`src/rtl/hms_consts.svh`:
```
// Constants of the homing sequencer: method codes, lookup masks, status codes.
// Assumes it is included once per file by its bare name, after the package.
`ifndef HMS_CONSTS_SVH
`define HMS_CONSTS_SVH

// Method codes and ranges
`define HMS_M_NEG_LIM     8'h01
`define HMS_M_POS_LIM     8'h02
`define HMS_M_MOM_LO      8'h07
`define HMS_M_MOM_RT_HI   8'h0A
`define HMS_M_MOM_HI      8'h0E
`define HMS_M_NOIDX_LO    8'h11
`define HMS_M_NOIDX_HI    8'h1E
`define HMS_M_NOIDX_SHIFT 8'h10
`define HMS_M_IDX_NEG     8'h21
`define HMS_M_IDX_POS     8'h22
`define HMS_M_HERE        8'h23

// Per method 1..14: final approach is positive / target switch level is high
`define HMS_FINAL_POS_MASK 16'h2D32
`define HMS_LEVEL_MASK     16'h3350

// Status word bits 12 and 10
`define HMS_ST_BUSY     2'h0
`define HMS_ST_IDLE     2'h1
`define HMS_ST_ATTAINED 2'h2
`define HMS_ST_DONE     2'h3

`define HMS_POS_W 32

`endif

```
`src/rtl/hms_pkg.sv`:
```
// Types shared by the homing sequencer modules.
// Assumes nothing of its surroundings.
package hms_pkg;

    // Sequencer states
    typedef enum logic [2:0] {
        ST_IDLE, ST_SEEK, ST_INDEX, ST_HALT, ST_SETTLE, ST_DONE, ST_FAIL
    } hms_state_t;

    // Which switch is the homing signal
    typedef enum logic [1:0] {
        SIG_NEG, SIG_POS, SIG_HOME
    } hms_sig_t;

endpackage

```
`src/rtl/hms_edge.sv`:
```
// Registered level and edge pulses of one homing input.
// Assumes the input is already synchronous to sys_clk.
module hms_edge (
    input  wire logic sys_clk,
    input  wire logic sys_rst,
    input  wire logic sigIn,
    output logic      level,
    output logic      rise,
    output logic      fall
);
    logic prev_q;
    logic rise_q;
    logic fall_q;

    // Level and edges appear together one cycle late
    always_ff @(posedge sys_clk) begin
        if (sys_rst) begin
            prev_q <= 1'b0;
            rise_q <= 1'b0;
            fall_q <= 1'b0;
        end else begin
            prev_q <= sigIn;
            rise_q <= sigIn & ~prev_q;
            fall_q <= ~sigIn & prev_q;
        end
    end

    assign level = prev_q;
    assign rise  = rise_q;
    assign fall  = fall_q;
endmodule

```
`src/rtl/hms_method_dec.sv`:
```
// Decodes the homing method number into the sequencer's settings.
// Assumes the method is held steady while homing runs.
`include "hms_consts.svh"
module hms_method_dec (
    input  wire logic             sys_clk,
    input  wire logic             sys_rst,
    input  wire logic [7:0]       method,
    output logic                  methodOk,
    output logic                  useIndex,
    output logic                  momentary,
    output logic                  initPos,
    output logic                  finalPos,
    output logic                  targetLvl,
    output hms_pkg::hms_sig_t     sigSel,
    output logic                  indexOnly,
    output logic                  idxPos,
    output logic                  here
);
    localparam logic [15:0] FinalMask = `HMS_FINAL_POS_MASK;
    localparam logic [15:0] LevelMask = `HMS_LEVEL_MASK;
    logic       noIdx;
    logic [7:0] base;

    // Methods without index fold back onto their indexed twin
    always_comb begin
        noIdx = (method >= `HMS_M_NOIDX_LO) && (method <= `HMS_M_NOIDX_HI);
        base  = noIdx ? method - `HMS_M_NOIDX_SHIFT : method;
    end

    // Registered so the sequencer sees a clean decode
    always_ff @(posedge sys_clk) begin
        if (sys_rst) begin
            methodOk  <= 1'b0;
            useIndex  <= 1'b0;
            momentary <= 1'b0;
            initPos   <= 1'b0;
            finalPos  <= 1'b0;
            targetLvl <= 1'b0;
            sigSel    <= hms_pkg::SIG_HOME;
            indexOnly <= 1'b0;
            idxPos    <= 1'b0;
            here      <= 1'b0;
        end else begin
            // Reserved codes match no range
            methodOk  <= ((base >= `HMS_M_NEG_LIM) && (base <= `HMS_M_MOM_HI))
                         || (method == `HMS_M_IDX_NEG) || (method == `HMS_M_IDX_POS)
                         || (method == `HMS_M_HERE);
            useIndex  <= ~noIdx;
            momentary <= (base >= `HMS_M_MOM_LO) && (base <= `HMS_M_MOM_HI);
            initPos   <= base <= `HMS_M_MOM_RT_HI;
            finalPos  <= FinalMask[base[3:0]];
            targetLvl <= LevelMask[base[3:0]];
            sigSel    <= (base == `HMS_M_NEG_LIM) ? hms_pkg::SIG_NEG :
                         (base == `HMS_M_POS_LIM) ? hms_pkg::SIG_POS : hms_pkg::SIG_HOME;
            indexOnly <= (method == `HMS_M_IDX_NEG) || (method == `HMS_M_IDX_POS);
            idxPos    <= method == `HMS_M_IDX_POS;
            here      <= method == `HMS_M_HERE;
        end
    end
endmodule

```
`src/rtl/hms_homing_seq.sv`:
```
// Homing sequencer: seeks home from limit, home switch and index inputs.
// Assumes switch inputs synchronous to sys_clk and a motion loop that
// follows moveEn/moveDir and reports velZero.
`include "hms_consts.svh"
module hms_homing_seq (
    input  wire logic                   sys_clk,
    input  wire logic                   sys_rst,
    input  wire logic [7:0]             method,
    input  wire logic                   ctrlStart,
    input  wire logic                   ctrlHalt,
    input  wire logic [1:0]             haltOption,
    input  wire logic                   opEnabled,
    input  wire logic                   negLimit,
    input  wire logic                   posLimit,
    input  wire logic                   homeSwitch,
    input  wire logic                   indexPulse,
    input  wire logic                   velZero,
    input  wire logic [`HMS_POS_W-1:0]  posCount,
    input  wire logic [`HMS_POS_W-1:0]  homeOffset,
    output logic                        moveEn,
    output logic                        moveDir,
    output logic [1:0]                  stopMode,
    output logic                        homeLoad,
    output logic [`HMS_POS_W-1:0]       userOffset,
    output logic                        stsBit12,
    output logic                        stsBit10,
    output logic                        homingErr
);

    ////////////////////////////////////////////////////////////////////////
    // Declarations

    hms_pkg::hms_state_t      state_q;
    hms_pkg::hms_sig_t        sigSel;
    logic                     methodOk;
    logic                     useIndex;
    logic                     momentary;
    logic                     initPos;
    logic                     finalPos;
    logic                     targetLvl;
    logic                     indexOnly;
    logic                     idxPos;
    logic                     here;
    logic                     negLvl;
    logic                     negRise;
    logic                     negFall;
    logic                     posLvl;
    logic                     posRise;
    logic                     posFall;
    logic                     homeLvl;
    logic                     homeRise;
    logic                     homeFall;
    logic                     idxRise;
    logic                     sigLvl;
    logic                     sigRise;
    logic                     sigFall;
    logic                     intoTarget;
    logic                     leaveTarget;
    logic                     limAhead;
    logic                     go;
    logic                     active;
    logic                     startPrev_q;
    logic                     dir_q;
    logic                     limRev_q;
    logic                     inIdx_q;
    logic                     moveEn_q;
    logic                     homeLoad_q;
    logic [1:0]               stopMode_q;
    logic [1:0]               sts_q;
    logic                     homingErr_q;
    logic [`HMS_POS_W-1:0]    userOffset_q;

    ////////////////////////////////////////////////////////////////////////
    // Input conditioning and method decode

    // Four homing signal sources
    hms_edge uNegEdge (
        .sys_clk (sys_clk),
        .sys_rst (sys_rst),
        .sigIn   (negLimit),
        .level   (negLvl),
        .rise    (negRise),
        .fall    (negFall)
    );

    hms_edge uPosEdge (
        .sys_clk (sys_clk),
        .sys_rst (sys_rst),
        .sigIn   (posLimit),
        .level   (posLvl),
        .rise    (posRise),
        .fall    (posFall)
    );

    hms_edge uHomeEdge (
        .sys_clk (sys_clk),
        .sys_rst (sys_rst),
        .sigIn   (homeSwitch),
        .level   (homeLvl),
        .rise    (homeRise),
        .fall    (homeFall)
    );

    hms_edge uIdxEdge (
        .sys_clk (sys_clk),
        .sys_rst (sys_rst),
        .sigIn   (indexPulse),
        .level   (),
        .rise    (idxRise),
        .fall    ()
    );

    hms_method_dec uDec (
        .sys_clk   (sys_clk),
        .sys_rst   (sys_rst),
        .method    (method),
        .methodOk  (methodOk),
        .useIndex  (useIndex),
        .momentary (momentary),
        .initPos   (initPos),
        .finalPos  (finalPos),
        .targetLvl (targetLvl),
        .sigSel    (sigSel),
        .indexOnly (indexOnly),
        .idxPos    (idxPos),
        .here      (here)
    );

    ////////////////////////////////////////////////////////////////////////
    // Event selection

    // Pick the method's switch; a limit that is the homing signal
    // must not count as an overtravel
    always_comb begin
        unique case (sigSel)
            hms_pkg::SIG_NEG: begin
                sigLvl  = negLvl;
                sigRise = negRise;
                sigFall = negFall;
            end
            hms_pkg::SIG_POS: begin
                sigLvl  = posLvl;
                sigRise = posRise;
                sigFall = posFall;
            end
            default: begin
                sigLvl  = homeLvl;
                sigRise = homeRise;
                sigFall = homeFall;
            end
        endcase
        intoTarget  = targetLvl ? sigRise : sigFall;
        leaveTarget = targetLvl ? sigFall : sigRise;
        // Positive direction is rightward, toward rising count
        limAhead    = dir_q ? (posLvl && sigSel != hms_pkg::SIG_POS)
                            : (negLvl && sigSel != hms_pkg::SIG_NEG);
    end

    // Start only on a fresh rise of the start bit with halt clear
    assign go     = ctrlStart & ~startPrev_q & ~ctrlHalt;
    assign active = (state_q == hms_pkg::ST_SEEK) || (state_q == hms_pkg::ST_INDEX);

    always_ff @(posedge sys_clk) begin
        if (sys_rst) begin
            startPrev_q <= 1'b0;
        end else begin
            startPrev_q <= ctrlStart;
        end
    end

    ////////////////////////////////////////////////////////////////////////
    // Sequencer

    // Home captured here; offset shifts the user zero
    always_ff @(posedge sys_clk) begin
        if (sys_rst) begin
            state_q      <= hms_pkg::ST_IDLE;
            dir_q        <= 1'b0;
            limRev_q     <= 1'b0;
            inIdx_q      <= 1'b0;
            moveEn_q     <= 1'b0;
            homeLoad_q   <= 1'b0;
            userOffset_q <= '0;
        end else begin
            homeLoad_q <= 1'b0;
            unique case (state_q)
                hms_pkg::ST_IDLE, hms_pkg::ST_DONE, hms_pkg::ST_FAIL: begin
                    moveEn_q <= 1'b0;
                    limRev_q <= 1'b0;
                    inIdx_q  <= 1'b0;
                    if (go && methodOk) begin
                        if (here) begin
                            // No enable needed to take the spot as home
                            userOffset_q <= homeOffset - posCount;
                            homeLoad_q   <= 1'b1;
                            state_q      <= hms_pkg::ST_SETTLE;
                        end else if (!opEnabled) begin
                            state_q <= hms_pkg::ST_IDLE;
                        end else if (indexOnly) begin
                            dir_q    <= idxPos;
                            inIdx_q  <= 1'b1;
                            moveEn_q <= 1'b1;
                            state_q  <= hms_pkg::ST_INDEX;
                        end else begin
                            // Momentary switch, not on it: fixed start
                            if (momentary && !sigLvl) begin
                                dir_q <= initPos;
                            end else begin
                                // Past the target side: go back first
                                dir_q <= (sigLvl == targetLvl) ? ~finalPos : finalPos;
                            end
                            moveEn_q <= 1'b1;
                            state_q  <= hms_pkg::ST_SEEK;
                        end
                    end
                end
                hms_pkg::ST_SEEK, hms_pkg::ST_INDEX: begin
                    if (!ctrlStart) begin
                        // Dropping start abandons the run
                        moveEn_q <= 1'b0;
                        state_q  <= hms_pkg::ST_IDLE;
                    end else if (ctrlHalt) begin
                        // Held, not lost: resumes when halt clears
                        moveEn_q <= 1'b0;
                        state_q  <= hms_pkg::ST_HALT;
                    end else if (state_q == hms_pkg::ST_INDEX && idxRise) begin
                        // First index past the edge is home
                        userOffset_q <= homeOffset - posCount;
                        homeLoad_q   <= 1'b1;
                        moveEn_q     <= 1'b0;
                        state_q      <= hms_pkg::ST_SETTLE;
                    end else if (state_q == hms_pkg::ST_SEEK && dir_q == finalPos
                                 && intoTarget) begin
                        if (useIndex) begin
                            inIdx_q <= 1'b1;
                            state_q <= hms_pkg::ST_INDEX;
                        end else begin
                            // Switch edge alone fixes home
                            userOffset_q <= homeOffset - posCount;
                            homeLoad_q   <= 1'b1;
                            moveEn_q     <= 1'b0;
                            state_q      <= hms_pkg::ST_SETTLE;
                        end
                    end else if (state_q == hms_pkg::ST_SEEK && dir_q != finalPos
                                 && leaveTarget) begin
                        // Reverse right after the change is seen
                        dir_q <= finalPos;
                    end else if (limAhead) begin
                        if (state_q == hms_pkg::ST_SEEK && momentary && !limRev_q) begin
                            // Ran away from the switch: turn at the limit
                            dir_q    <= ~dir_q;
                            limRev_q <= 1'b1;
                        end else begin
                            moveEn_q <= 1'b0;
                            state_q  <= hms_pkg::ST_FAIL;
                        end
                    end
                end
                hms_pkg::ST_HALT: begin
                    if (!ctrlStart) begin
                        state_q <= hms_pkg::ST_IDLE;
                    end else if (!ctrlHalt) begin
                        moveEn_q <= 1'b1;
                        state_q  <= inIdx_q ? hms_pkg::ST_INDEX : hms_pkg::ST_SEEK;
                    end
                end
                hms_pkg::ST_SETTLE: begin
                    // Home known; wait for the axis to stand still
                    if (velZero) begin
                        state_q <= hms_pkg::ST_DONE;
                    end
                end
            endcase
        end
    end

    // Halt option passed to the motion loop while stopped by halt
    always_ff @(posedge sys_clk) begin
        if (sys_rst) begin
            stopMode_q <= 2'h0;
        end else if (ctrlHalt) begin
            stopMode_q <= haltOption;
        end
    end

    ////////////////////////////////////////////////////////////////////////
    // Status word bits

    // Errors reuse progress codes, so the flag tells them apart
    always_ff @(posedge sys_clk) begin
        if (sys_rst) begin
            sts_q       <= `HMS_ST_IDLE;
            homingErr_q <= 1'b0;
        end else begin
            homingErr_q <= state_q == hms_pkg::ST_FAIL;
            unique case (state_q)
                hms_pkg::ST_SEEK, hms_pkg::ST_INDEX: sts_q <= `HMS_ST_BUSY;
                hms_pkg::ST_SETTLE: sts_q <= `HMS_ST_ATTAINED;
                hms_pkg::ST_DONE:   sts_q <= `HMS_ST_DONE;
                hms_pkg::ST_FAIL:   sts_q <= velZero ? `HMS_ST_IDLE : `HMS_ST_BUSY;
                default:            sts_q <= `HMS_ST_IDLE;
            endcase
        end
    end

    // Nothing else leaves the block
    assign moveEn     = moveEn_q;
    assign moveDir    = dir_q;
    assign stopMode   = stopMode_q;
    assign homeLoad   = homeLoad_q;
    assign userOffset = userOffset_q;
    assign stsBit12   = sts_q[1];
    assign stsBit10   = sts_q[0];
    assign homingErr  = homingErr_q;

    ////////////////////////////////////////////////////////////////////////
    // Assertions

    reserved_ignore_a: assert property (@(posedge sys_clk) disable iff (sys_rst)
        (state_q inside {hms_pkg::ST_IDLE, hms_pkg::ST_DONE, hms_pkg::ST_FAIL} && go
         && !methodOk) |=> ($stable(state_q) && !moveEn_q))
        else $error("reserved method started motion");

    here_capture_a: assert property (@(posedge sys_clk) disable iff (sys_rst)
        (state_q inside {hms_pkg::ST_IDLE, hms_pkg::ST_DONE, hms_pkg::ST_FAIL} && go
         && methodOk && here) |=> (homeLoad_q && !moveEn_q)
            ##1 (!homeLoad_q && sts_q == `HMS_ST_ATTAINED))
        else $error("method 35 did not take present position");

    busy_status_a: assert property (@(posedge sys_clk) disable iff (sys_rst)
        (state_q == hms_pkg::ST_SEEK) |=> (sts_q == `HMS_ST_BUSY && !homingErr_q))
        else $error("busy status wrong while seeking");

    error_status_a: assert property (@(posedge sys_clk) disable iff (sys_rst)
        (state_q == hms_pkg::ST_FAIL && $stable(state_q)) |=>
            (homingErr_q && sts_q == ($past(velZero) ? `HMS_ST_IDLE : `HMS_ST_BUSY)))
        else $error("error status code wrong");

    start_drop_a: assert property (@(posedge sys_clk) disable iff (sys_rst)
        (active && !ctrlStart) |=> (state_q == hms_pkg::ST_IDLE && !moveEn_q)
            ##1 (sts_q == `HMS_ST_IDLE))
        else $error("clearing start did not stop homing");

    halt_stop_a: assert property (@(posedge sys_clk) disable iff (sys_rst)
        (active && ctrlStart && ctrlHalt) |=> (!moveEn_q && stopMode_q == $past(haltOption)))
        else $error("halt did not stop the axis");

    offset_apply_a: assert property (@(posedge sys_clk) disable iff (sys_rst)
        homeLoad_q |-> (userOffset_q == $past(homeOffset) - $past(posCount)))
        else $error("home offset not applied");

    index_home_a: assert property (@(posedge sys_clk) disable iff (sys_rst)
        (state_q == hms_pkg::ST_INDEX && ctrlStart && !ctrlHalt && idxRise) |=>
            (homeLoad_q && state_q == hms_pkg::ST_SETTLE))
        else $error("index pulse not taken as home");

    reverse_dir_a: assert property (@(posedge sys_clk) disable iff (sys_rst)
        (state_q == hms_pkg::ST_SEEK && ctrlStart && !ctrlHalt && dir_q != finalPos
         && leaveTarget) |=> (dir_q == $past(finalPos) && moveEn_q))
        else $error("no reversal after switch change");

    edge_home_a: assert property (@(posedge sys_clk) disable iff (sys_rst)
        (state_q == hms_pkg::ST_SEEK && ctrlStart && !ctrlHalt && dir_q == finalPos
         && intoTarget && !useIndex) |=> homeLoad_q)
        else $error("switch edge not taken as home");

endmodule

```
`config.mk`:
```
export PLATFORM = sky130hd
export DESIGN_NAME = hms_homing_seq
export DESIGN_NICKNAME = d
export VERILOG_FILES = /design/src/rtl/hms_pkg.sv /design/src/rtl/hms_edge.sv /design/src/rtl/hms_method_dec.sv /design/src/rtl/hms_homing_seq.sv
export VERILOG_INCLUDE_DIRS = /design/src /design/src/rtl
export SDC_FILE = /design/constraint.sdc
export NUM_CORES = 1
export LEC_CHECK = 0
export BUFFER_PORTS_ARGS = -buffer_cell sky130_fd_sc_hd__buf_2
export CORE_MARGIN = 5
export CORE_UTILIZATION = 39
export CTS_CLUSTER_DIAMETER = 50
export DETAILED_ROUTE_END_ITERATION = 8
export GPL_ROUTABILITY_DRIVEN = 0
export SETUP_SLACK_MARGIN = 0.02
export SLEW_MARGIN = 20
export SYNTH_ARGS = -nofsm -noshare
export SYNTH_HDL_FRONTEND = slang
export SYNTH_SLANG_ARGS = --single-unit
```
`constraint.sdc`:
```
create_clock -name sys_clk -period 4.4 [get_ports sys_clk]
set_clock_uncertainty 0.1 [all_clocks]
set_input_delay 0.88 -clock sys_clk [delete_from_list [all_inputs] [get_ports sys_clk]]
set_output_delay 0.88 -clock sys_clk [all_outputs]
set_load 0.05 [all_outputs]
```
==> reports/results.ini <==
[critical_path]
worst_setup_path_start_kind=primary input
cp.required_ps=4560
critical_path.most_common_cell=o21ai_0
crit_slowest_cell=a2111oi_0
worstPathMaxFanout=8
path_class=primary input to register
critical_path_arrival_ps=3460
reg2regPathDepth=8
endpoint_kind=register
crit_family=compound AO/OA/AOI/OAI gates
rr_endpoint=userOffset[14]
critPathBufInv=2
r2r_start=uDec.sigSel[0]
path_cells=buf_2, inv_1, ha_1, a2111oi_0, o21ai_0, a22oi_1, a21oi_1, o311ai_1, mux2_2, o21ai_0
reg2reg_slack_ps=1350
slowest_delay_ps=450

[route]
wl_mm=14.2
drcViolationCount=0
via_per_inst=5.49
ant_nets=0
drtIter0Drc=370
avgRoutedWirePerCell_um=15.4
first_pass_iters=5
via_count=5067

[min_path]
hold_class=register to register
holdPathEnd=uIdxEdge.rise
hold_start=uIdxEdge.level
whs_path_depth=1

[placed_design]
detailed_place_hpwl_mm=10.9
dp.cells=907
io_buffers=123

[global_routing]
grt_usage_pct=19.3
grt_pass1_wl_mm=23.4
grt-ovfl-total=0
grt_max_degree=33
antenna_found_initial=0
grt_pass1_vias=4890

[floorplanning]
row_count=41
die_area_um2=15000
start_util_pct=39.5
die-height_um=123
coreArea_um2=12500
fp.dieW_um=123
io_pins=124

[timing]
worst_slew_pin_slew_ps=854
relSlewSlack_pct=43.1
fin_setup_tns_ps=0
drv_slew=0
rsz0062_at_grt=no
fin_crit_sh_pct=75.1
clock.fmax_mhz=303
min_period_ps=3300
hold_violations=0
setup_violations=0

[job]
max_cap_violations=0

[power]
ir_drop_mv=0.160
leakage_nw=2.72
power_density_nw_per_um2=285

[synthesis]
yosys_warnings=0
ys_types=73
synthFlopType=dfxtp_1
seq_area_frac_synth_pct=27.5
synth_top_area_share_pct=27.5
postSynthCellCount=638
synth.net_count=757
yosys-top-cells-count=68 x dfxtp_1, 66 x nand2_1, 53 x a21oi_1
yosysMostFrequentCell=dfxtp_1
synth_area_leader_cell=dfxtp_1
synth-seq-cells=68
synth_area_um2=4950
synth_top_cells_by_area=dfxtp_1 28%, ha_1 8.6%, a21oi_1 5.4%
syn_area_per_cell_um2=7.75
synth-edff-count=0
async_flop_share_pct=0

[clock_network]
clk_path_buf_depth=2
postCtsResizedCells=0
cts_hold_buf=0
cts_made_buffers=9
cts_num_sinks=68
clock_latency_ps=340
root_buffer=clkbuf_16
postCtsSetupBuffers=0
cts_tree=built
htree_levels=3
path_clk_slew_ps=60

[cells_and_area]
fillers=1287
syn2layout_area_growth_pct=20.3
diodes=0
stdcell_count=923
layout-drive-gt1-share_pct=22.0
final_nets=865

[status]
status=complete, no violations

==> flip-flops by register name, indices dropped and copies added, names as in the netlist, 2 cells and up <==
name,cells
userOffset,32
stopMode,2
sts_q,2
uDec.sigSel,2
state_q,3
==> cell usage in the layout (no fill, tap or decap), types with 11 or more instances in the layout <==
cell type	count
a21oi_1	53
a31oi_1	11
and3_1	11
buf_2	123
dfxtp_1	68
ha_1	34
inv_1	43
nand2_1	66
nand3_1	25
nor2_1	47
nor2b_1	18
nor3_1	22
o21ai_0	36
xor2_1	12
==> worst max path at each step <==
stage                           start        endpoint  cells after the start
after global routing      posCount[9]  userOffset[30]                     10
after CTS                 posCount[9]  userOffset[30]                     10
after floorplan           posCount[9]  userOffset[30]                     10
after detailed placement  posCount[9]  userOffset[30]                     10
final                     posCount[9]  userOffset[30]                     10
after global placement    posCount[9]  userOffset[30]                     10
==> report_power, final <==
group	switching [mW]	total [mW]	internal (mW)
Clock	0.295	0.690	0.396
Combinational	0.222	0.374	0.152
Sequential	0.00526	0.630	0.625
Total	0.522	1.69	1.17
==> metrics by stage <==
step / power (mW) / worst slack [ps] / area (µm²) / hold slack, ps / util [%]
after floorplan: 0.903 / 1200 / 4950 / 267 / -
after global placement: 1.01 / 925 / 5670 / 273 / 45.3
after detailed placement: 1.01 / 801 / 5670 / 275 / 45.3
after CTS: 1.71 / 1140 / 5950 / 284 / 47.6
after global routing: 1.78 / 749 / 5950 / 299 / 47.6
final: 1.69 / 1100 / 5950 / 286 / 47.6
==> layer usage <==
metal  track usage (%)  up-vias  part of all wire (%)  wire length, µm
li1                  -     2536                     -                -
met1              24.1     2343                    43             6150
met4              6.09        0                   1.5              217
met3              4.19       23                   6.2              875
met2              33.2      165                    49             6960
met5                 0        -                     0                0
==> final cells by class <==
class	instances	area, µm²	share of cell area, %
flip-flops and latches	68	1360	22.9
clock buffers	10	239	4.02
clock inverters	6	40.0	0.673
repair buffers	128	653	11.0
well taps	172	215	3.62
multi-input cells	496	3280	55.1
inverters	43	161	2.71
==> cells by family after synthesis <==
kind of cell               share of synthesized area [%]
DFF                                                 27.5
muxes                                               3.21
and+or+nand+nor                                     24.7
AOI/OAI and AO/OA                                   25.8
adders and majority gates                           9.01
xor gates and xnor gates                            3.72
buffers and inverters                               6.12
(Power assumes the default switching activity.)
